**config.mk**
```make
export PLATFORM = sky130hd
export DESIGN_NAME = flash_host
export DESIGN_NICKNAME = d
export VERILOG_FILES = /design/src/hdl/flash_host_pkg.sv /design/src/hdl/flash_host.sv
export VERILOG_INCLUDE_DIRS = /design/src /design/src/hdl
export SDC_FILE = /design/constraint.sdc
export NUM_CORES = 1
export LEC_CHECK = 0
export CORE_MARGIN = 1
export CORE_UTILIZATION = 55
export DETAILED_ROUTE_END_ITERATION = 7
export DONT_BUFFER_PORTS = 1
export GPL_ROUTABILITY_DRIVEN = 1
export MAX_ROUTING_LAYER = met4
export PLACE_DENSITY = 0.71
export REMOVE_ABC_BUFFERS = 1
export SETUP_SLACK_MARGIN = 0.3
export SYNTH_ARGS = -nofsm -noshare
export SYNTH_HDL_FRONTEND = slang
export SYNTH_SLANG_ARGS = --single-unit
export TNS_END_PERCENT = 1
```
**constraint.sdc**
```tcl
create_clock -name CLK -period 6.5 [get_ports CLK]
set_clock_uncertainty 0.1 [all_clocks]
set_input_delay 0.65 -clock CLK [delete_from_list [all_inputs] [get_ports CLK]]
set_output_delay 0.65 -clock CLK [all_outputs]
set_load 0.02 [all_outputs]
```
**src/hdl/flash_host_consts.svh**
```systemverilog
/*
  Constants for the serial flash host controller: opcodes, byte counts,
  status bit positions and link pacing. Assumes the flash decodes
  8-bit opcodes shifted in most significant bit first.
*/
`ifndef FLASH_HOST_CONSTS_SVH
`define FLASH_HOST_CONSTS_SVH
`define OPC_RD_STATUS 8'h05
`define OPC_READ 8'h03
`define OPC_RD_ID 8'h9E
`define OPC_RD_ID_ALT 8'h9F
`define OPC_FAST_READ 8'h0B
`define OPC_DUAL_READ 8'hBB
`define OPC_QUAD_READ 8'hEB
`define OPC_WREN 8'h06
`define OPC_WRDI 8'h04
`define OPC_WR_STATUS 8'h01
`define OPC_PAGE_WR 8'h02
`define OPC_DUAL_WR 8'hD2
`define OPC_QUAD_WR 8'h12
`define OPC_BULK_ERASE 8'hC7
`define OPC_SECTOR_ERASE 8'hD8
`define OPC_WIDE_ENTER 8'hB7
`define OPC_WIDE_EXIT 8'hE9
`define DUMMY_FAST 4'h8
`define DUMMY_DUAL 4'h8
`define DUMMY_QUAD 4'hA
`define ADDR_BYTES_NARROW 3'h3
`define ADDR_BYTES_WIDE 3'h4
`define PAGE_MAX 9'h100
`define BITS_PER_BYTE 4'h8
`define ST_BIT_WIP 0
`define ST_BIT_WEL 1
`define ST_BP_LSB 2
`define ST_BP_MSB 4
`define ST_BIT_TB 5
`define SECTOR_LSB 16
`define SECTOR_COUNT 6'h20
`define GAP_CYCLES 4'h4
`endif

```
**src/hdl/flash_host_pkg.sv**
```systemverilog
/*
  Types for the serial flash host controller.
  Assumes flash_host_consts.svh supplies the numeric constants.
*/
package flash_host_pkg;
  typedef enum logic [1:0] {ST_IDLE, ST_FRAME, ST_GAP, ST_DONE} state_type;
  typedef enum logic [1:0] {FK_WREN, FK_MAIN, FK_POLL} kind_type;
endpackage

```
**src/hdl/flash_host.sv**
```systemverilog
/*
  Host controller for a serial configuration flash: takes one command at
  a time on a user port, frames it on chip select, makes the serial clock
  by dividing CLK, inserts write enable and busy polling as needed.
  Assumes the flash answers on the link lines; the bench resolves pins.
*/
`timescale 1ns/1ps
`include "flash_host_consts.svh"
module flash_host #(
  parameter int HALF_DIV = 4
) (
  input wire logic CLK,
  input wire logic RSTN,
  input wire logic CMD_VALID,
  output logic CMD_READY,
  input wire logic [7:0] CMD_OPCODE,
  input wire logic [31:0] CMD_ADDR,
  input wire logic [8:0] CMD_LEN,
  input wire logic [3:0] CMD_DUMMY,
  input wire logic [7:0] WR_DATA,
  input wire logic WR_VALID,
  output logic WR_READY,
  output logic [7:0] RD_DATA,
  output logic RD_VALID,
  output logic DONE,
  output logic REFUSED,
  output logic WIDE_MODE,
  output logic [7:0] STATUS,
  output logic SERIAL_CLOCK,
  output logic SELECT_N,
  output logic [3:0] LINE_OUT,
  output logic [3:0] LINE_OE_N,
  input wire logic [3:0] LINE_IN
);
  flash_host_pkg::state_type state_r;
  flash_host_pkg::kind_type kind_r;
  logic [7:0] op_r, frame_op;
  logic [31:0] addr_r;
  logic [8:0] len_r;
  logic [3:0] dummy_r, gap_r;
  logic launch_r, refuse_nxt, wide_r, frame_end;
  logic [7:0] status_r;
  logic sck_r, cs_n_r, cur_rd_r, cur_wr_r;
  logic [7:0] div_r, tx_r, rx_r, rd_data_r;
  logic [3:0] bitcnt_r;
  logic [2:0] width_r, addr_left_r;
  logic [3:0] dummy_left_r;
  logic [8:0] data_left_r;
  logic [31:0] addr_sh_r;
  logic rd_valid_r, tick, boundary, stall, done_r, refused_r;
  logic [3:0] s1_r, s2_r, s3_r, in_r, in_ok;

  function automatic logic op_needs_wel(input logic [7:0] op);
    return op == `OPC_PAGE_WR || op == `OPC_DUAL_WR || op == `OPC_QUAD_WR ||
      op == `OPC_WR_STATUS || op == `OPC_BULK_ERASE || op == `OPC_SECTOR_ERASE ||
      op == `OPC_WIDE_ENTER || op == `OPC_WIDE_EXIT;
  endfunction
  function automatic logic op_prog(input logic [7:0] op);
    return op_needs_wel(op) && op != `OPC_WIDE_ENTER && op != `OPC_WIDE_EXIT;
  endfunction
  function automatic logic op_addr(input logic [7:0] op);
    return op == `OPC_READ || op == `OPC_FAST_READ || op == `OPC_DUAL_READ ||
      op == `OPC_QUAD_READ || op == `OPC_PAGE_WR || op == `OPC_DUAL_WR ||
      op == `OPC_QUAD_WR || op == `OPC_SECTOR_ERASE;
  endfunction
  function automatic logic op_read(input logic [7:0] op);
    return op == `OPC_RD_STATUS || op == `OPC_READ || op == `OPC_RD_ID ||
      op == `OPC_RD_ID_ALT || op == `OPC_FAST_READ || op == `OPC_DUAL_READ ||
      op == `OPC_QUAD_READ;
  endfunction
  function automatic logic op_wdata(input logic [7:0] op);
    return op == `OPC_PAGE_WR || op == `OPC_DUAL_WR || op == `OPC_QUAD_WR ||
      op == `OPC_WR_STATUS;
  endfunction
  function automatic logic op_known(input logic [7:0] op);
    return op_read(op) || op_needs_wel(op) || op == `OPC_WREN || op == `OPC_WRDI;
  endfunction
  function automatic logic [3:0] op_dummy(input logic [7:0] op);
    case (op)
      `OPC_FAST_READ: return `DUMMY_FAST;
      `OPC_DUAL_READ: return `DUMMY_DUAL;
      `OPC_QUAD_READ: return `DUMMY_QUAD;
      default: return 4'h0;
    endcase
  endfunction
  function automatic logic [2:0] op_width(input logic [7:0] op);
    if (op == `OPC_DUAL_READ || op == `OPC_DUAL_WR)
      return 3'h2;
    else if (op == `OPC_QUAD_READ || op == `OPC_QUAD_WR)
      return 3'h4;
    else
      return 3'h1;
  endfunction
  // 32-sector protection map; only the mirrored status is known here
  function automatic logic prot_hit(input logic [4:0] sec, input logic tb,
                                    input logic [2:0] bp);
    logic [5:0] n;
    n = (bp >= 3'h6) ? `SECTOR_COUNT : ((bp == 3'h0) ? 6'h0 : 6'h1 << (bp - 3'h1));
    if (tb)
      return {1'b0, sec} < n;
    else
      return {1'b0, sec} >= `SECTOR_COUNT - n;
  endfunction

  // request checks before anything reaches the link
  always_comb
  begin
    refuse_nxt = 1'b0;
    if (!op_known(CMD_OPCODE))
      refuse_nxt = 1'b1;
    else if (op_wdata(CMD_OPCODE) && (CMD_LEN == 9'h0 || CMD_LEN > `PAGE_MAX))
      refuse_nxt = 1'b1;
    else if (op_read(CMD_OPCODE) && CMD_LEN == 9'h0)
      refuse_nxt = 1'b1;
    else if (CMD_OPCODE == `OPC_BULK_ERASE && status_r[`ST_BP_MSB:`ST_BP_LSB] != 3'h0)
      refuse_nxt = 1'b1;
    else if ((op_wdata(CMD_OPCODE) && CMD_OPCODE != `OPC_WR_STATUS ||
              CMD_OPCODE == `OPC_SECTOR_ERASE) &&
             prot_hit(CMD_ADDR[`SECTOR_LSB+4:`SECTOR_LSB], status_r[`ST_BIT_TB],
                      status_r[`ST_BP_MSB:`ST_BP_LSB]))
      refuse_nxt = 1'b1;
  end

  // command sequencing: write enable, main frame, busy polling
  always_ff @(posedge CLK or negedge RSTN)
  begin
    if (!RSTN)
    begin
      state_r <= flash_host_pkg::ST_IDLE;
      kind_r <= flash_host_pkg::FK_MAIN;
      op_r <= 8'h00;
      addr_r <= 32'h0;
      len_r <= 9'h0;
      dummy_r <= 4'h0;
      gap_r <= 4'h0;
      launch_r <= 1'b0;
      done_r <= 1'b0;
      refused_r <= 1'b0;
    end
    else
    begin
      launch_r <= 1'b0;
      done_r <= 1'b0;
      case (state_r)
        flash_host_pkg::ST_IDLE:
          if (CMD_VALID)
          begin
            op_r <= CMD_OPCODE;
            addr_r <= CMD_ADDR;
            len_r <= CMD_LEN;
            dummy_r <= (CMD_DUMMY != 4'h0) ? CMD_DUMMY : op_dummy(CMD_OPCODE);
            refused_r <= refuse_nxt;
            if (refuse_nxt)
              state_r <= flash_host_pkg::ST_DONE;
            else
            begin
              // latch is set just before use, so it is never 0 at use
              kind_r <= op_needs_wel(CMD_OPCODE) ? flash_host_pkg::FK_WREN
                : flash_host_pkg::FK_MAIN;
              launch_r <= 1'b1;
              state_r <= flash_host_pkg::ST_FRAME;
            end
          end
        flash_host_pkg::ST_FRAME:
          if (frame_end)
          begin
            gap_r <= `GAP_CYCLES;
            state_r <= flash_host_pkg::ST_GAP;
          end
        flash_host_pkg::ST_GAP:
          if (gap_r != 4'h0)
            gap_r <= gap_r - 4'h1;
          else if (kind_r == flash_host_pkg::FK_WREN)
          begin
            kind_r <= flash_host_pkg::FK_MAIN;
            launch_r <= 1'b1;
            state_r <= flash_host_pkg::ST_FRAME;
          end
          else if (kind_r == flash_host_pkg::FK_MAIN && op_prog(op_r) ||
                   kind_r == flash_host_pkg::FK_POLL && status_r[`ST_BIT_WIP])
          begin
            // wait out program or erase before releasing the user port
            kind_r <= flash_host_pkg::FK_POLL;
            launch_r <= 1'b1;
            state_r <= flash_host_pkg::ST_FRAME;
          end
          else
            state_r <= flash_host_pkg::ST_DONE;
        default:
        begin
          done_r <= 1'b1;
          state_r <= flash_host_pkg::ST_IDLE;
        end
      endcase
    end
  end

  assign frame_op = (kind_r == flash_host_pkg::FK_WREN) ? `OPC_WREN
    : (kind_r == flash_host_pkg::FK_POLL) ? `OPC_RD_STATUS : op_r;

  // addressing mode and status mirror
  always_ff @(posedge CLK or negedge RSTN)
  begin
    if (!RSTN)
    begin
      wide_r <= 1'b0;
      status_r <= 8'h00;
    end
    else
    begin
      if (frame_end && kind_r == flash_host_pkg::FK_MAIN && op_r == `OPC_WIDE_ENTER)
        wide_r <= 1'b1;
      else if (frame_end && kind_r == flash_host_pkg::FK_MAIN && op_r == `OPC_WIDE_EXIT)
        wide_r <= 1'b0;
      if (boundary && cur_rd_r && frame_op == `OPC_RD_STATUS)
        status_r <= rx_r;
    end
  end

  // three-stage input sampling, taken when the last two agree
  for (genvar i = 0; i < 4; i++)
  begin : g_sync
    always_ff @(posedge CLK or negedge RSTN)
    begin
      if (!RSTN)
      begin
        s1_r[i] <= 1'b0;
        s2_r[i] <= 1'b0;
        s3_r[i] <= 1'b0;
        in_r[i] <= 1'b0;
      end
      else
      begin
        s1_r[i] <= LINE_IN[i];
        s2_r[i] <= s1_r[i];
        s3_r[i] <= s2_r[i];
        if (s2_r[i] == s3_r[i])
          in_r[i] <= s3_r[i];
      end
    end
  end

  // level the filter settles on at this edge; in_r would be one edge late
  assign in_ok = (s2_r & s3_r) | (in_r & (s2_r ^ s3_r));

  // clock holds high while write data is late, so the flash just waits
  assign boundary = sck_r && bitcnt_r == 4'h0 && div_r == 8'(HALF_DIV - 1) && !stall;
  assign stall = sck_r && bitcnt_r == 4'h0 && addr_left_r == 3'h0 &&
    dummy_left_r == 4'h0 && data_left_r != 9'h0 && op_wdata(frame_op) && !WR_VALID;
  assign tick = !cs_n_r && div_r == 8'(HALF_DIV - 1) && !stall;
  assign frame_end = boundary && addr_left_r == 3'h0 && dummy_left_r == 4'h0 &&
    data_left_r == 9'h0;
  assign WR_READY = boundary && addr_left_r == 3'h0 && dummy_left_r == 4'h0 &&
    data_left_r != 9'h0 && op_wdata(frame_op);

  // bit engine: change on falling clock, flash samples on rising
  always_ff @(posedge CLK or negedge RSTN)
  begin
    if (!RSTN)
    begin
      sck_r <= 1'b0;
      cs_n_r <= 1'b1;
      div_r <= 8'h00;
      bitcnt_r <= 4'h0;
      tx_r <= 8'h00;
      rx_r <= 8'h00;
      width_r <= 3'h1;
      cur_rd_r <= 1'b0;
      cur_wr_r <= 1'b0;
      addr_left_r <= 3'h0;
      dummy_left_r <= 4'h0;
      data_left_r <= 9'h0;
      addr_sh_r <= 32'h0;
      rd_data_r <= 8'h00;
      rd_valid_r <= 1'b0;
    end
    else
    begin
      rd_valid_r <= 1'b0;
      if (launch_r)
      begin
        cs_n_r <= 1'b0;
        sck_r <= 1'b0;
        div_r <= 8'h00;
        tx_r <= frame_op;
        bitcnt_r <= `BITS_PER_BYTE;
        width_r <= 3'h1;
        cur_rd_r <= 1'b0;
        cur_wr_r <= 1'b1;
        addr_left_r <= !op_addr(frame_op) ? 3'h0
          : wide_r ? `ADDR_BYTES_WIDE : `ADDR_BYTES_NARROW;
        addr_sh_r <= wide_r ? addr_r : {addr_r[23:0], 8'h00};
        dummy_left_r <= (kind_r == flash_host_pkg::FK_MAIN) ? dummy_r : 4'h0;
        data_left_r <= (kind_r == flash_host_pkg::FK_POLL) ? 9'h1
          : (kind_r == flash_host_pkg::FK_WREN) ? 9'h0
          : (op_read(frame_op) || op_wdata(frame_op)) ? len_r : 9'h0;
      end
      else if (tick)
      begin
        div_r <= 8'h00;
        sck_r <= !sck_r;
        if (!sck_r)
        begin
          bitcnt_r <= bitcnt_r - {1'b0, width_r};
          case (width_r)
            3'h4: rx_r <= {rx_r[3:0], in_ok};
            3'h2: rx_r <= {rx_r[5:0], in_ok[1:0]};
            default: rx_r <= {rx_r[6:0], in_ok[1]};
          endcase
        end
        else if (bitcnt_r != 4'h0)
          tx_r <= tx_r << width_r;
        else
        begin
          if (cur_rd_r)
          begin
            rd_data_r <= rx_r;
            rd_valid_r <= kind_r == flash_host_pkg::FK_MAIN;
          end
          if (addr_left_r != 3'h0)
          begin
            tx_r <= addr_sh_r[31:24];
            addr_sh_r <= addr_sh_r << 8;
            addr_left_r <= addr_left_r - 3'h1;
            bitcnt_r <= `BITS_PER_BYTE;
          end
          else if (dummy_left_r != 4'h0)
          begin
            tx_r <= 8'h00;
            dummy_left_r <= dummy_left_r - 4'h1;
            bitcnt_r <= `BITS_PER_BYTE;
          end
          else if (data_left_r != 9'h0)
          begin
            // read data keeps coming until select rises after len bytes
            tx_r <= op_wdata(frame_op) ? WR_DATA : 8'h00;
            data_left_r <= data_left_r - 9'h1;
            width_r <= op_width(frame_op);
            cur_rd_r <= op_read(frame_op);
            cur_wr_r <= !op_read(frame_op);
            bitcnt_r <= `BITS_PER_BYTE;
          end
          else
          begin
            cs_n_r <= 1'b1;
            cur_rd_r <= 1'b0;
            cur_wr_r <= 1'b0;
          end
        end
      end
      else if (!cs_n_r && !stall)
        div_r <= div_r + 8'h01; // held in a stall so the high half finishes its remaining count once write data arrives
    end
  end

  always_comb
  begin
    LINE_OUT = 4'h0;
    LINE_OE_N = 4'hF;
    if (!cs_n_r && cur_wr_r)
    begin
      case (width_r)
        3'h4:
        begin
          LINE_OUT = tx_r[7:4];
          LINE_OE_N = 4'h0;
        end
        3'h2:
        begin
          LINE_OUT = {2'b00, tx_r[7:6]};
          LINE_OE_N = 4'hC;
        end
        default:
        begin
          LINE_OUT = {3'b000, tx_r[7]};
          LINE_OE_N = 4'hE;
        end
      endcase
    end
  end

  assign CMD_READY = state_r == flash_host_pkg::ST_IDLE;
  assign SERIAL_CLOCK = sck_r;
  assign SELECT_N = cs_n_r;
  assign RD_DATA = rd_data_r;
  assign RD_VALID = rd_valid_r;
  assign DONE = done_r;
  assign REFUSED = refused_r;
  assign WIDE_MODE = wide_r;
  assign STATUS = status_r;

  // checking helpers
  logic [2:0] pulse_mod_r;
  logic wren_seen_r;
  always_ff @(posedge CLK or negedge RSTN)
  begin
    if (!RSTN)
    begin
      pulse_mod_r <= 3'h0;
      wren_seen_r <= 1'b0;
    end
    else
    begin
      if (launch_r)
        pulse_mod_r <= 3'h0;
      else if (tick && !sck_r)
        pulse_mod_r <= pulse_mod_r + 3'h1;
      if (frame_end && kind_r == flash_host_pkg::FK_WREN)
        wren_seen_r <= 1'b1;
      else if (launch_r && kind_r == flash_host_pkg::FK_MAIN)
        wren_seen_r <= 1'b0;
    end
  end
endmodule

```
## After elaboration in Yosys (flattened, before gate mapping)

Index checks and enable logic that the tools add are counted.

| operators by class | value |
|---|---|
| reductions and logical operators | 121 |
| $lt $le $gt $ge | 4 |
| multiplexer cells | 132 |
| bitwise operators | 7 |
| equal/unequal tests | 63 |
| shift-type cells | 2 |
| $add $sub $neg | 8 |

Operators by type and width:

| operator | number |
|---|---|
| 32-bit two-way mux | 6 |
| 8-bit equality test, second input constant | 20 |
| 8-bit two-way mux | 13 |
| 9-bit two-way mux | 10 |
| 4-bit two-way mux | 19 |
| 8-bit by 2-bit equality test with 1-bit output, second input constant | 6 |
| 3-bit two-way mux | 16 |
| 1-bit two-way mux | 47 |
| 1-bit logical OR | 45 |
| 8-bit by 3-bit equality test with 1-bit output, second input constant | 4 |
| 4-bit case mux with 2 select lines | 4 |
| 1-bit logical AND | 31 |
| 8-bit by 1-bit equality test with 1-bit output, second input constant | 3 |
| 8-bit by 5-bit equality test with 1-bit output, second input constant | 3 |
| 2-bit two-way mux | 11 |
| 5-bit AND reduction | 4 |
| 9-bit zero test | 2 |
| 2-bit != test, second input constant | 9 |
| 8-bit by 4-bit equality test with 1-bit output, second input constant | 2 |
| 8-bit != test, second input constant | 2 |
| 8-bit case mux with 2 select lines | 1 |
| 2-bit nonzero test | 8 |
| 4-bit nonzero test | 4 |
| 3-bit AND reduction | 5 |
| 40 further kinds | 62 |

| word-level totals | value |
|---|---|
| word-level logic and storage cells | 380 |
| input port bits | 69 |
| flip-flop bits (word level) | 181 |
| output and inout bits | 32 |

## Depth between registers and ports, before layout

Gate-level depths: netlist of run 1.

| logic depth | value |
|---|---|
| depth in word-level cells | 21 |
| depth in mapped cells | 15 |

## Least setup slack after synthesis of run 1

Ideal clock, no wire load.

| timing | value |
|---|---|
| path type | register to register |
| start point | register status_r[3] (netlist: STATUS[3]) |
| end point | register refused_r (netlist: REFUSED) |
| arrival time | 2790 ps |
| buffers on the path | 1 |
| stages on the path, launching flop included | 12 |
| setup time | 119 ps |
| setup slack | 3491 ps |
| path through | dfrtp_1 -> clkbuf_1 -> or3b_2 -> ha_1 -> xnor2_1 -> ha_1 -> a211oi_1 -> o21ai_0 -> a221oi_1 -> nor3_1 -> nand4b_1 -> o21a_1 |

| between the ends | value |
|---|---|
| word-level cells in the longest chain between the ends | 17 |
| elaborated cells on any way between the ends | 22 |
| classes of those cells | 2 x add/sub; 3 x order compare; 1 x shift; 12 x mux; 4 x reduce/logical |

Ends and longest elaborated chain:

| element | RTL line | RTL |
|---|---|---|
| start, declared | flash_host.sv:42 | `logic [7:0] status_r;` |
| start signal, assigned | flash_host.sv:216 | `status_r <= rx_r;` |
| 3-bit by 1-bit subtractor with 3-bit output | flash_host.sv:98 | `` n = (bp >= 3'h6) ? `SECTOR_COUNT : ((bp == 3'h0) ? 6'h0 : 6'h1 << (bp - 3'h1)); `` |
| 1-bit by 3-bit left shift with 6-bit output | flash_host.sv:98 |  |
| 6-bit two-way mux (2 in series) | flash_host.sv:98 |  |
| 6-bit subtractor (no source line) | - |  |
| 5-bit by 6-bit greater-or-equal comparator with 1-bit output | flash_host.sv:102 | `` return {1'b0, sec} >= `SECTOR_COUNT - n; `` |
| 1-bit two-way mux | flash_host.sv:99 | `if (tb)` |
| 1-bit two-way mux | flash_host.sv:115 | `` else if (CMD_OPCODE == `OPC_BULK_ERASE && status_r[`ST_BP_MSB:`ST_BP_LSB] != 3'h0) `` |
| 1-bit two-way mux | flash_host.sv:113 | `else if (op_read(CMD_OPCODE) && CMD_LEN == 9'h0)` |
| 1-bit two-way mux | flash_host.sv:111 | `` else if (op_wdata(CMD_OPCODE) && (CMD_LEN == 9'h0 \|\| CMD_LEN > `PAGE_MAX)) `` |
| 1-bit two-way mux | flash_host.sv:109 | `if (!op_known(CMD_OPCODE))` |
| 1-bit logical AND | flash_host.sv:117 | `` else if ((op_wdata(CMD_OPCODE) && CMD_OPCODE != `OPC_WR_STATUS \|\| `` |
| 1-bit two-way mux | flash_host.sv:117 |  |
| 1-bit two-way mux (*) | flash_host.sv:115 |  |
| 1-bit two-way mux (*) | flash_host.sv:113 |  |
| 1-bit two-way mux (*) | flash_host.sv:111 |  |
| 1-bit two-way mux (*) | flash_host.sv:109 |  |
| end signal, assigned | flash_host.sv:152 | `refused_r <= refuse_nxt;` |
| end, declared | flash_host.sv:50 | `logic rd_valid_r, tick, boundary, stall, done_r, refused_r;` |

Mark *: on every way between the ends. The rest lies on a longest branch, timed or not. The select of a mux whose other input is x is not followed.
A chain may end at the register's enable or synchronous reset.

## Final worst setup path of run 1

| timing | value |
|---|---|
| start point | register bitcnt_r[1] |
| end point | output WR_READY |

| between the ends | value |
|---|---|
| word-level cells in the longest chain between the ends | 13 |
| elaborated cells on any way between the ends | 14 |
| classes of those cells | 14 x reduce/logical |

Ends and longest elaborated chain:

| element | RTL line | RTL |
|---|---|---|
| start, declared | flash_host.sv:45 | `logic [3:0] bitcnt_r;` |
| start signal, assigned | flash_host.sv:286 | `` bitcnt_r <= `BITS_PER_BYTE; `` |
| start signal, assigned | flash_host.sv:304 | `bitcnt_r <= bitcnt_r - {1'b0, width_r};` |
| start signal, assigned | flash_host.sv:325 | `` bitcnt_r <= `BITS_PER_BYTE; `` |
| 4-bit zero test (*) | flash_host.sv:247, flash_host.sv:248 |  |
| 1-bit logical AND (*) | flash_host.sv:247, flash_host.sv:248 |  |
| 1-bit logical AND (2 in series) | flash_host.sv:248 | `assign stall = sck_r && bitcnt_r == 4'h0 && addr_left_r == 3'h0 &&` |
| 1-bit logical AND (3 in series) | flash_host.sv:249 | `dummy_left_r == 4'h0 && data_left_r != 9'h0 && op_wdata(frame_op) && !WR_VALID;` |
| 1-bit zero test | flash_host.sv:247 | `assign boundary = sck_r && bitcnt_r == 4'h0 && div_r == 8'(HALF_DIV - 1) && !stall;` |
| 1-bit logical AND (*) | flash_host.sv:247 |  |
| 1-bit logical AND (*) (3 in series) | flash_host.sv:253 | `assign WR_READY = boundary && addr_left_r == 3'h0 && dummy_left_r == 4'h0 &&` |
| 1-bit logical AND (*) | flash_host.sv:254 | `data_left_r != 9'h0 && op_wdata(frame_op);` |
| end, declared | flash_host.sv:22 | `output logic WR_READY,` |

Mark *: on every way between the ends. The rest lies on a longest branch, timed or not.

==> results of run 1 <==
[final timing paths]
path / from / endpoint / slack [ns]
setup reg to reg: kind_r[0]$_DFFE_PN1P_ / RD_DATA[6]$_DFFE_PN0P_ / 3.14
max in group asynchronous: RSTN / WIDE_MODE$_DFFE_PN0P_ / 5.41
min in group CLK: LINE_IN[0] / s1_r[0]$_DFF_PN0_ / 0.13
hold reg to reg: s1_r[2]$_DFF_PN0_ / s2_r[2]$_DFF_PN0_ / 0.25
hold / removal: RSTN / s3_r[0]$_DFF_PN0_ / 0.11
setup / recovery: bitcnt_r[1]$_DFFE_PN0P_ / WR_READY / 2.89
[cells by family after synthesis]
| kind of cell | Yosys count | share of synthesized area |
|---|---|---|
| adders and majority gates | 25 | 0.0326 |
| muxes | 68 | 0.0729 |
| AOI/OAI and AO/OA | 233 | 0.157 |
| xor gates and xnor gates | 12 | 0.0107 |
| buffers and inverters | 94 | 0.0378 |
| and+or+nand+nor | 469 | 0.228 |
| DFF | 181 | 0.461 |
[metal layers]
| layer | share of wire | wire length, µm | track usage |
|---|---|---|---|
| met1 | 0.46 | 10100 | 0.359 |
| met2 | 0.46 | 10200 | 0.395 |
| met3 | 0.057 | 1250 | 0.0505 |
| met4 | 0.021 | 452 | 0.0918 |
| met5 | 0 | 0 | - |
[metrics by stage]
stage	total power, W	setup slack, ns	utilization	instances
after floorplan	0.00233	2.90	-	1019
after global placement	0.00255	3.25	0.571	1247
after detailed placement	0.00258	3.19	0.571	1247
after CTS	0.00359	2.89	0.605	1280
after global routing	0.00382	2.67	0.605	1280
final	0.00357	2.89	0.605	1280
[power by group through the flow]
| stage | Combinational (W) | Sequential, W | Clock (W) |
|---|---|---|---|
| 3_5_place_dp | 0.000876 | 0.00170 | 0 |
| 4_1_cts | 0.000907 | 0.00168 | 0.00101 |
| 2_1_floorplan | 0.000718 | 0.00161 | 0 |
| 3_3_place_gp | 0.000855 | 0.00169 | 0 |
| 5_1_grt | 0.00104 | 0.00173 | 0.00105 |
| 6_report | 0.000902 | 0.00168 | 0.000992 |
[cell type report]
cell class	instances	area [µm²]	area share
flip-flops and latches	181	4530	0.432
clock inverters	15	143	0.0136
multi-input cells	807	4950	0.471
clock buffers	17	425	0.0405
inverters	31	116	0.0111
repair buffers	4	50.0	0.00477
well taps	225	282	0.0268
[worst max-delay path: cells and delay by family (launching register included)]
kind | cells | cell delay (ns)
flops | 1 | 0.44
simple gates | 5 | 1.98
[registers in the layout, indices dropped and copies added, names as in the netlist, 8 cells and up]
signal	cells
addr_r	32
addr_sh_r	32
data_left_r	9
len_r	9
RD_DATA	8
STATUS	8
div_r	8
op_r	8
rx_r	8
tx_r	8
[cells in the mapped netlist (5+ instances only)]
cell	n
mux2_2	23
o22ai_1	12
xor2_1	6
nand2b_1	11
and2_1	10
and3_1	5
clkbuf_1	50
nor3_1	31
dfrtp_1	178
nand4b_1	9
inv_1	30
o211ai_1	6
buf_1	5
a21oi_1	57
mux2i_1	39
or4_1	7
a31oi_1	8
nor2b_1	11
nand4_1	8
ha_1	24
o21ai_0	71
a22o_1	16
nand3b_1	5
mux2_1	6
xnor2_1	6
a211oi_1	7
nor2_1	78
or3_1	7
nand3_1	23
o31ai_1	5
buf_2	6
nand2_1	233
a221o_1	8
[repair_timing]
item | in CTS | in global routing
hold buffers | 1 | 0
setup buffers | 0 | 0
hold endpoints to repair | 181 | 0
==> flow_summary_export.csv, run 1 <==
group,metric,value,unit
global_route,grt_pass1_vias,7319,
global_route,grt_pass1_wl,37000,µm
clock_tree,htreeDepth,4,
min_path,holdCritPathClass,"input port to async pin",
global_route,grt-ovfl-total,0,
timing,period_minus_slack,3.61,ns
timing,fin_crit_sh,0.555,
synth,yosysTopAreaCell,"dfrtp_1",
clock_tree,cts_resized,0,
timing,hold_viol,0,
clock_tree,clk_pin_slew_worst_paths,0.08,ns
cells_and_area,final_cell_mix,"nand2_1, dfrtp_1, nor2_1",
cells_and_area,final_area,10500,µm²
synth,synth_edf_count,0,
worst_setup_path,criticalPathCategory,"flip-flop to output pin",
routing,vias_per_cell,6.00,
clock_tree,clock_latency,0.44,ns
clock_tree,clockBufferDepth,2,
routing,antenna_left,0,
timing,holdWs,0.111,ns
global_route,antenna_found_initial,0,
timing,worst_slew_pin_slew,1.12,ns
synth,ys_ff_latch,181,
place,place_area,9900,µm²
worst_setup_path,cpMaxStageDelayCell,"nor4_2",
clock_tree,clock-sinks,181,
floorplan,die_w,136,µm
routing,num_vias,7677,
timing,slew_headroom,0.253,
pwr,p_leak,4.53,nW
synth,syn_avg_cell_area,9.09,µm²
worst_setup_path,cpPeakStageDelay,0.66,ns
synth,ys.flop_type,"dfrtp_1",
synth,synth_cells,1082,
worst_setup_path,critPathMaxFanout,9,
outcome,status,"completed",
floorplan,rows,48,
floorplan,coreArea,17400,µm²
cells_and_area,nets,1136,
worst_setup_path,cp-end-kind,"output pin",
pwr,power.density,340,nW/µm²
synth,synth-warning-count,0,
routing,wire_per_inst,17.2,µm
pwr,comb_power_share,0.252,
cells_and_area,final_common_cell,"nand2_1",
global_route,grt.total_usage,0.264,
pwr,clkPwrFrac,0.277,
synth,netlist_area,9840,µm²
floorplan,boundaryPins,101,
worst_setup_path,reg2regPathDepth,5,
place,dpl.hpwl,15100,µm
floorplan,die_h,136,µm
clock_tree,cts_made_buffers,17,
cells_and_area,n_fill_cell,1501,
pwr,peakVddDrop,216,µV
synth,synthTopCellsByArea,"dfrtp_1, nand2_1, mux2i_1",
routing,drtIter0Drc,529,
synth,ys_types,83,
place,place.port_buffers,0,
timing,rsz0062_at_grt,"no",
worst_setup_path,path_cells,"nor4_2 > nand2_1 > nor3_1 > nand3_1 > nor2_1",
synth,yosysTopAreaCellShare,0.453,
floorplan,die_area,18400,µm²
synth,synth_seq_area_share,0.461,
timing,slew_violations,0,
cells_and_area,area_growth,6.72,%
pwr,seq_power_share,0.470,
pwr,switching_share,0.369,
job,maxCapViolations,0,
routing,drc,0,
global_route,grt_start_max_net_pins,182,
cells_and_area,diodes,0,
pwr,p_int,0.00225,W
place,gp_congestion,0.907,
cells_and_area,drive_above_1_share,0.0834,
synth,async_flop_share,1.00,
routing,first_pass_iters,5,
worst_setup_path,start_kind,"flip-flop",
timing,setup_viol,0,
worst_setup_path,cp.arrival,2.86,ns
clock_tree,cts_tree,"done",
clock_tree,root_buffer,"clkbuf_16",
routing,postRouteWirelength,22000,µm
timing,fin_tns_setup,0,ns
timing,fmax,0.277,GHz
pwr,netSwitchingPower,0.00132,W
worst_setup_path,crit_required,5.75,ns
floorplan,start_util,0.567,
Note: power is estimated with default switching activity, not from simulation.
==> run 2, diff against run 1 <==
ABC_AREA = 1   (was unset)
clock period = 3.38 ns   (was 6.5 ns; I/O delays follow)
==> flow_summary_export.csv, run 2 <==
group,metric,value,unit
synth,synth_top_family_by_area,"simple AND/OR/NAND/NOR gates",
synth,synth_adder_area_share,0.0319,
worst_setup_path,criticalPathCategory,"flip-flop to output pin",
floorplan,die_w,137,µm
timing,slew_headroom,0.369,
clock_tree,cts_hold_buf,54,
synth,post_synth_mux_area_share,0,
worst_setup_path,path_cells,"inv_1 > nand2_1 > nor2_1 > clkinv_1 > nand2_2 > inv_1 > a211oi_2 > buf_4",
floorplan,coreArea,18000,µm²
floorplan,start_util,0.560,
synth,syn_avg_cell_area,7.51,µm²
synth,yosysTopAreaCell,"dfrtp_1",
timing,fin_tns_setup,0,ns
worst_setup_path,crit_required,2.94,ns
cells_and_area,final_area,11300,µm²
cells_and_area,area_growth,12.5,%
clock_tree,clock_latency,0.43,ns
pwr,seq_power_share,0.387,
routing,postRouteWirelength,25000,µm
pwr,p_int,0.00481,W
timing,holdWs,-0.502,ns
routing,first_pass_iters,5,
timing,setup_viol,0,
cells_and_area,final_common_cell,"nand2_1",
synth,synth_edf_count,0,
timing,rsz0062_at_grt,"yes",
synth,ys.flop_type,"dfrtp_1",
cells_and_area,top_regs,"addr_r: 32 flops, addr_sh_r: 32 flops",
timing,worst_slew_pin_slew,0.947,ns
worst_setup_path,start_kind,"flip-flop",
pwr,netSwitchingPower,0.00362,W
synth,synth_seq_area_share,0.451,
clock_tree,clk_pin_slew_worst_paths,0.07,ns
timing,hold_viol,181,
min_path,holdCritPathClass,"input port to async pin",
routing,vias_per_cell,5.54,
floorplan,die_area,18800,µm²
worst_setup_path,timing.critical_path.mode_cell,"inv_1",
synth,synth-warning-count,0,
routing,antenna_left,0,
cells_and_area,drive_above_1_share,0.0591,
global_route,grt_start_max_net_pins,182,
cells_and_area,final_cell_mix,"nand2_1, dfrtp_1, inv_1",
routing,wire_per_inst,15.5,µm
synth,synth.most_common_cell,"nand2_1",
timing,fmax,0.345,GHz
worst_setup_path,crit_start,"width_r[2]$_DFFE_PN0P_",
job,maxCapViolations,0,
routing,num_vias,8950,
place,gp_congestion,0.935,
outcome,status,"finished with violations",
place,place.port_buffers,0,
cells_and_area,nets,1468,
timing,period_minus_slack,2.90,ns
synth,synth-simple-area-share,0.300,
worst_setup_path,cp.arrival,2.46,ns
global_route,grt.total_usage,0.291,
synth,synth_common_cells,"nand2_1, dfrtp_1, inv_1",
synth,synth_cells,1339,
worst_setup_path,path_buf_inv,4,
floorplan,die_h,137,µm
pwr,power.density,745,nW/µm²
pwr,switching_share,0.429,
synth,synth_compound_area_frac,0.119,
clock_tree,root_buffer,"clkbuf_16",
global_route,grt_pass1_vias,8512,
pwr,peakVddDrop,542,µV
place,place_area,10200,µm²
synth,synthXorXnorAreaFrac,0.0139,
synth,ys_types,47,
synth,netlist_area,10100,µm²
worst_setup_path,cpMaxStageDelayCell,"dfrtp_1",
place,dpl.hpwl,17000,µm
clock_tree,clock-sinks,181,
place,dp_slack,0.553,ns
floorplan,boundaryPins,101,
worst_setup_path,cpPeakStageDelay,0.50,ns
worst_setup_path,crit_family,"buffers and inverters",
synth,yosysTopAreaCellShare,0.443,
worst_setup_path,cp-end-kind,"output pin",
cells_and_area,diodes,0,
pwr,comb_power_share,0.381,
clock_tree,clockBufferDepth,2,
clock_tree,htreeDepth,4,
routing,drc,0,
clock_tree,cts_tree,"done",
global_route,antenna_found_initial,0,
synth,async_flop_share,1.00,
synth,synthTopCellsByArea,"dfrtp_1, nand2_1, inv_1",
worst_setup_path,critPathMaxFanout,9,
clock_tree,cts_setup_buffers,0,
global_route,grt_pass1_wl,41300,µm
floorplan,rows,49,
timing,slew_violations,0,
outcome,violations,"negative hold slack",
synth,ys_ff_latch,181,
pwr,clkPwrFrac,0.232,
timing,fin_crit_sh,0.857,
pwr,p_leak,5.70,nW
timing,fin_ws,0.483,ns
worst_setup_path,reg2reg_from,"dummy_left_r[0]$_DFFE_PN0P_",
clock_tree,cts_made_buffers,17,
routing,drtIter0Drc,804,
global_route,grt-ovfl-total,0,
## run 2: cell count changes after synthesis, moves of 12 or more
cell / change
nand3_1: +46
o21ai_0: +34
nand4_1: +34
nor2_1: +12
a21oi_1: -26
a22o_1: -16
inv_1: +119
mux2i_1: -39
clkbuf_1: -22
o221ai_1: +22
mux2_2: -23
nor3_1: -14
nand2_1: +217
## run 2: power by group through the flow
stage               logic [W]  clock network [W]  registers (W)
floorplan             0.00237                  0        0.00316
global placement      0.00305                  0        0.00328
detailed placement    0.00311                  0        0.00328
CTS                   0.00319            0.00199        0.00326
global route          0.00366            0.00207        0.00335
finish                0.00321            0.00196        0.00326
## run 2: worst paths after layout
kind,depth (start not counted),to,slack (ns)
max in group asynchronous,0,kind_r[0]$_DFFE_PN1P_,3.41
min,0,addr_r[23]$_DFFE_PN0P_,-0.50
min in group CLK,2,len_r[1]$_DFFE_PN0P_,0.03
max reg2reg,10,data_left_r[6]$_DFFE_PN0P_,0.52
min reg2reg,0,s2_r[0]$_DFF_PN0_,0.26
max,8,LINE_OUT[0],0.48
## run 2: layout make-up
class / count / area (µm²)
Multi-Input combinational cell: 949 / 4690
Clock buffer: 17 / 425
Clock inverter: 15 / 153
Sequential cell: 181 / 4540
Tap cell: 229 / 287
Fill cell: 1603 / 6650
Timing Repair Buffer: 64 / 616
Inverter: 161 / 607
## run 2: worst register-to-register path, delay by kind of cell (launching register included)
family | cells | cell delay (ns)
AOI/OAI and AO/OA | 2 | 1.12
adders and majority gates | 1 | 0.18
and+or+nand+nor | 4 | 0.73
DFF | 1 | 0.40
buffers and inverters | 3 | 0.25
## run 2: logic make-up after synthesis
group | Yosys count
adders and majority gates | 25
DFF | 181
and+or+nand+nor | 704
xor gates and xnor gates | 16
buffers and inverters | 209
AOI/OAI and AO/OA | 204
## run 2: per-stage QoR
stage               utilization  total power (W)  std cells
global route              0.630          0.00908       1616
global placement          0.567          0.00633       1530
finish                    0.630          0.00843       1616
floorplan                     -          0.00552       1291
detailed placement        0.567          0.00639       1530
CTS                       0.629          0.00843       1616
## run 2: repair_timing
action,CTS,global route
hold endpoints to repair,234,181
endpoints found under the setup margin,0,4
gates resized for setup,0,3
## run 2: routing by layer
layer	global-route usage	routed length [µm]	vias to the layer above
met5	-	0	-
met1	0.393	11400	4195
li1	-	-	4439
met3	0.0408	1510	43
met2	0.448	11500	273
met4	0.104	651	0
==> run 3, diff against run 2 <==
BUFFER_PORTS_ARGS = -buffer_cell sky130_fd_sc_hd__buf_2   (was unset)
CTS_CLUSTER_DIAMETER = 150   (was unset)
CTS_CLUSTER_SIZE = 8   (was unset)
DONT_BUFFER_PORTS = unset   (was 1)
PLACE_DENSITY = 0.76   (was 0.71)
==> flow_summary_export.csv, run 3 (same netlist as run 2, synthesis figures left out) <==
group,metric,value,unit
worst_setup_path,cp-end-kind,"output pin",
cells_and_area,diodes,0,
timing,fin_ws,0.435,ns
worst_setup_path,crit_required,2.94,ns
worst_setup_path,cp.arrival,2.51,ns
outcome,violations,"design-rule violations",
timing,setup_viol,0,
global_route,grt-ovfl-total,0,
floorplan,die_w,137,µm
min_path,hp-start,"CMD_ADDR[23]",
cells_and_area,nets,1540,
floorplan,die_h,137,µm
floorplan,start_util,0.560,
worst_setup_path,crit_start,"width_r[2]$_DFFE_PN0P_",
routing,first_pass_iters,8,
outcome,status,"finished with violations",
cells_and_area,top_regs,"addr_r: 32 flops, addr_sh_r: 32 flops",
worst_setup_path,start_kind,"flip-flop",
pwr,netSwitchingPower,0.00372,W
pwr,seq_power_share,0.373,
worst_setup_path,critPathMaxFanout,9,
job,maxCapViolations,0,
clock_tree,root_buffer,"clkbuf_16",
timing,worst_slew_pin_slew,0.982,ns
global_route,grt_pass1_wl,42700,µm
timing,fmax,0.340,GHz
timing,slew_headroom,0.345,
floorplan,rows,49,
cells_and_area,n_fill_cell,1613,
cells_and_area,final_common_cell,"nand2_1",
floorplan,boundaryPins,101,
routing,wire_per_inst,15.3,µm
place,gp_congestion,0.921,
clock_tree,cts_made_buffers,17,
timing,hold_viol,0,
routing,postRouteWirelength,25900,µm
cells_and_area,final_area,11600,µm²
place,dp_slack,0.530,ns
worst_setup_path,reg2regPathDepth,10,
clock_tree,htreeDepth,4,
place,place.port_buffers,100,
pwr,switching_share,0.430,
clock_tree,clock_latency,0.45,ns
timing,slew_violations,0,
cells_and_area,drive_above_1_share,0.125,
timing,rsz0062_at_grt,"yes",
min_path,holdCritPathClass,"input port to flip-flop",
floorplan,coreArea,18000,µm²
timing,fin_tns_setup,0,ns
timing,period_minus_slack,2.94,ns
timing,fin_crit_sh,0.871,
global_route,grt.total_usage,0.303,
global_route,antenna_found_initial,0,
pwr,power.density,747,nW/µm²
pwr,p_int,0.00493,W
pwr,clkPwrFrac,0.237,
pwr,p_leak,6.04,nW
routing,antenna_left,0,
routing,vias_per_cell,5.48,
clock_tree,clk_pin_slew_worst_paths,0.07,ns
global_route,grt_start_max_net_pins,69,
place,place_area,10700,µm²
floorplan,die_area,18800,µm²
worst_setup_path,reg2reg_from,"addr_left_r[0]$_DFFE_PN0P_",
min_path,worstHoldPathCells,3,
cells_and_area,final_cell_mix,"nand2_1, dfrtp_1, inv_1",
clock_tree,cts_tree,"done",
clock_tree,clock-sinks,181,
routing,drtIter0Drc,672,
worst_setup_path,criticalPathCategory,"flip-flop to output pin",
place,dpl.hpwl,18000,µm
pwr,comb_power_share,0.389,
cells_and_area,area_growth,15.2,%
clock_tree,clockBufferDepth,2,
global_route,grt_pass1_vias,8739,
routing,drc,2,
pwr,peakVddDrop,470,µV
routing,num_vias,9242,
[run 3: changes by cell type in the layout (fill, tap and decap cells not counted), moves of 2 or more]
cell / previous run / this run
clkinvlp_4: 2 / 0
dlygate4sd3_1: 54 / 24
buf_12: 0 / 2
buf_2: 0 / 99
[run 3: worst max-delay path, stage by stage, from the launching register on]
cell      delay [ns]
dfrtp_1         0.36
buf_4           0.16
inv_1           0.16
nand2_1         0.12
nor2_1          0.11
clkinv_1        0.25
nand2_2         0.24
inv_1           0.12
a211oi_1        0.30
buf_2           0.23
[run 3: worst paths after layout]
kind                            slack [ns]                    endpoint
worst min register to register        0.26           s2_r[3]$_DFF_PN0_
max in group asynchronous             2.13       kind_r[0]$_DFFE_PN1P_
min in group asynchronous             0.30        div_r[2]$_DFFE_PN0P_
worst max-delay path                  0.44                 LINE_OUT[0]
worst max register to register        0.48  data_left_r[2]$_DFFE_PN0P_
worst min-delay path                 0.003      addr_r[23]$_DFFE_PN0P_
[run 3: layout make-up]
class | instances | area, µm² | area share
clock buffers | 17 | 425 | 0.0367
repair buffers | 136 | 862 | 0.0744
inverters | 161 | 607 | 0.0524
clock inverters | 15 | 184 | 0.0159
multi-input cells | 949 | 4690 | 0.405
flip-flops and latches | 181 | 4530 | 0.391
well taps | 229 | 287 | 0.0247
[run 3: stage by stage]
step / utilization / hold WS, ns / power [W] / instances
floorplan: - / -0.0576 / 0.00552 / 1291
global placement: 0.596 / 0.205 / 0.00642 / 1630
detailed placement: 0.596 / 0.217 / 0.00651 / 1630
CTS: 0.644 / 0.00178 / 0.00860 / 1686
global route: 0.645 / 0.00180 / 0.00928 / 1688
finish: 0.645 / 0.00284 / 0.00865 / 1688
[run 3: metal layers]
metal | wire, µm | vias up | global-route usage
met5 | 0 | - | -
met4 | 551 | 0 | 0.0904
met2 | 12000 | 268 | 0.462
met3 | 1400 | 42 | 0.0611
met1 | 11900 | 4351 | 0.409
li1 | - | 4581 | -
[run 3: repair_timing]
item / 4_1_cts / 5_1_grt
endpoints found under the setup margin: 0 / 45
hold endpoints to repair: 69 / 0
buffers inserted: 0 / 2
hold buffers: 24 / 0
resized for setup: 0 / 2
[run 3: power groups by stage]
stage,combinational [W],clock [W],sequential (W)
after global routing,0.00382,0.00216,0.00331
after detailed placement,0.00326,0,0.00325
after global placement,0.00317,0,0.00325
after CTS,0.00330,0.00207,0.00322
final,0.00337,0.00205,0.00323
after floorplan,0.00237,0,0.00316
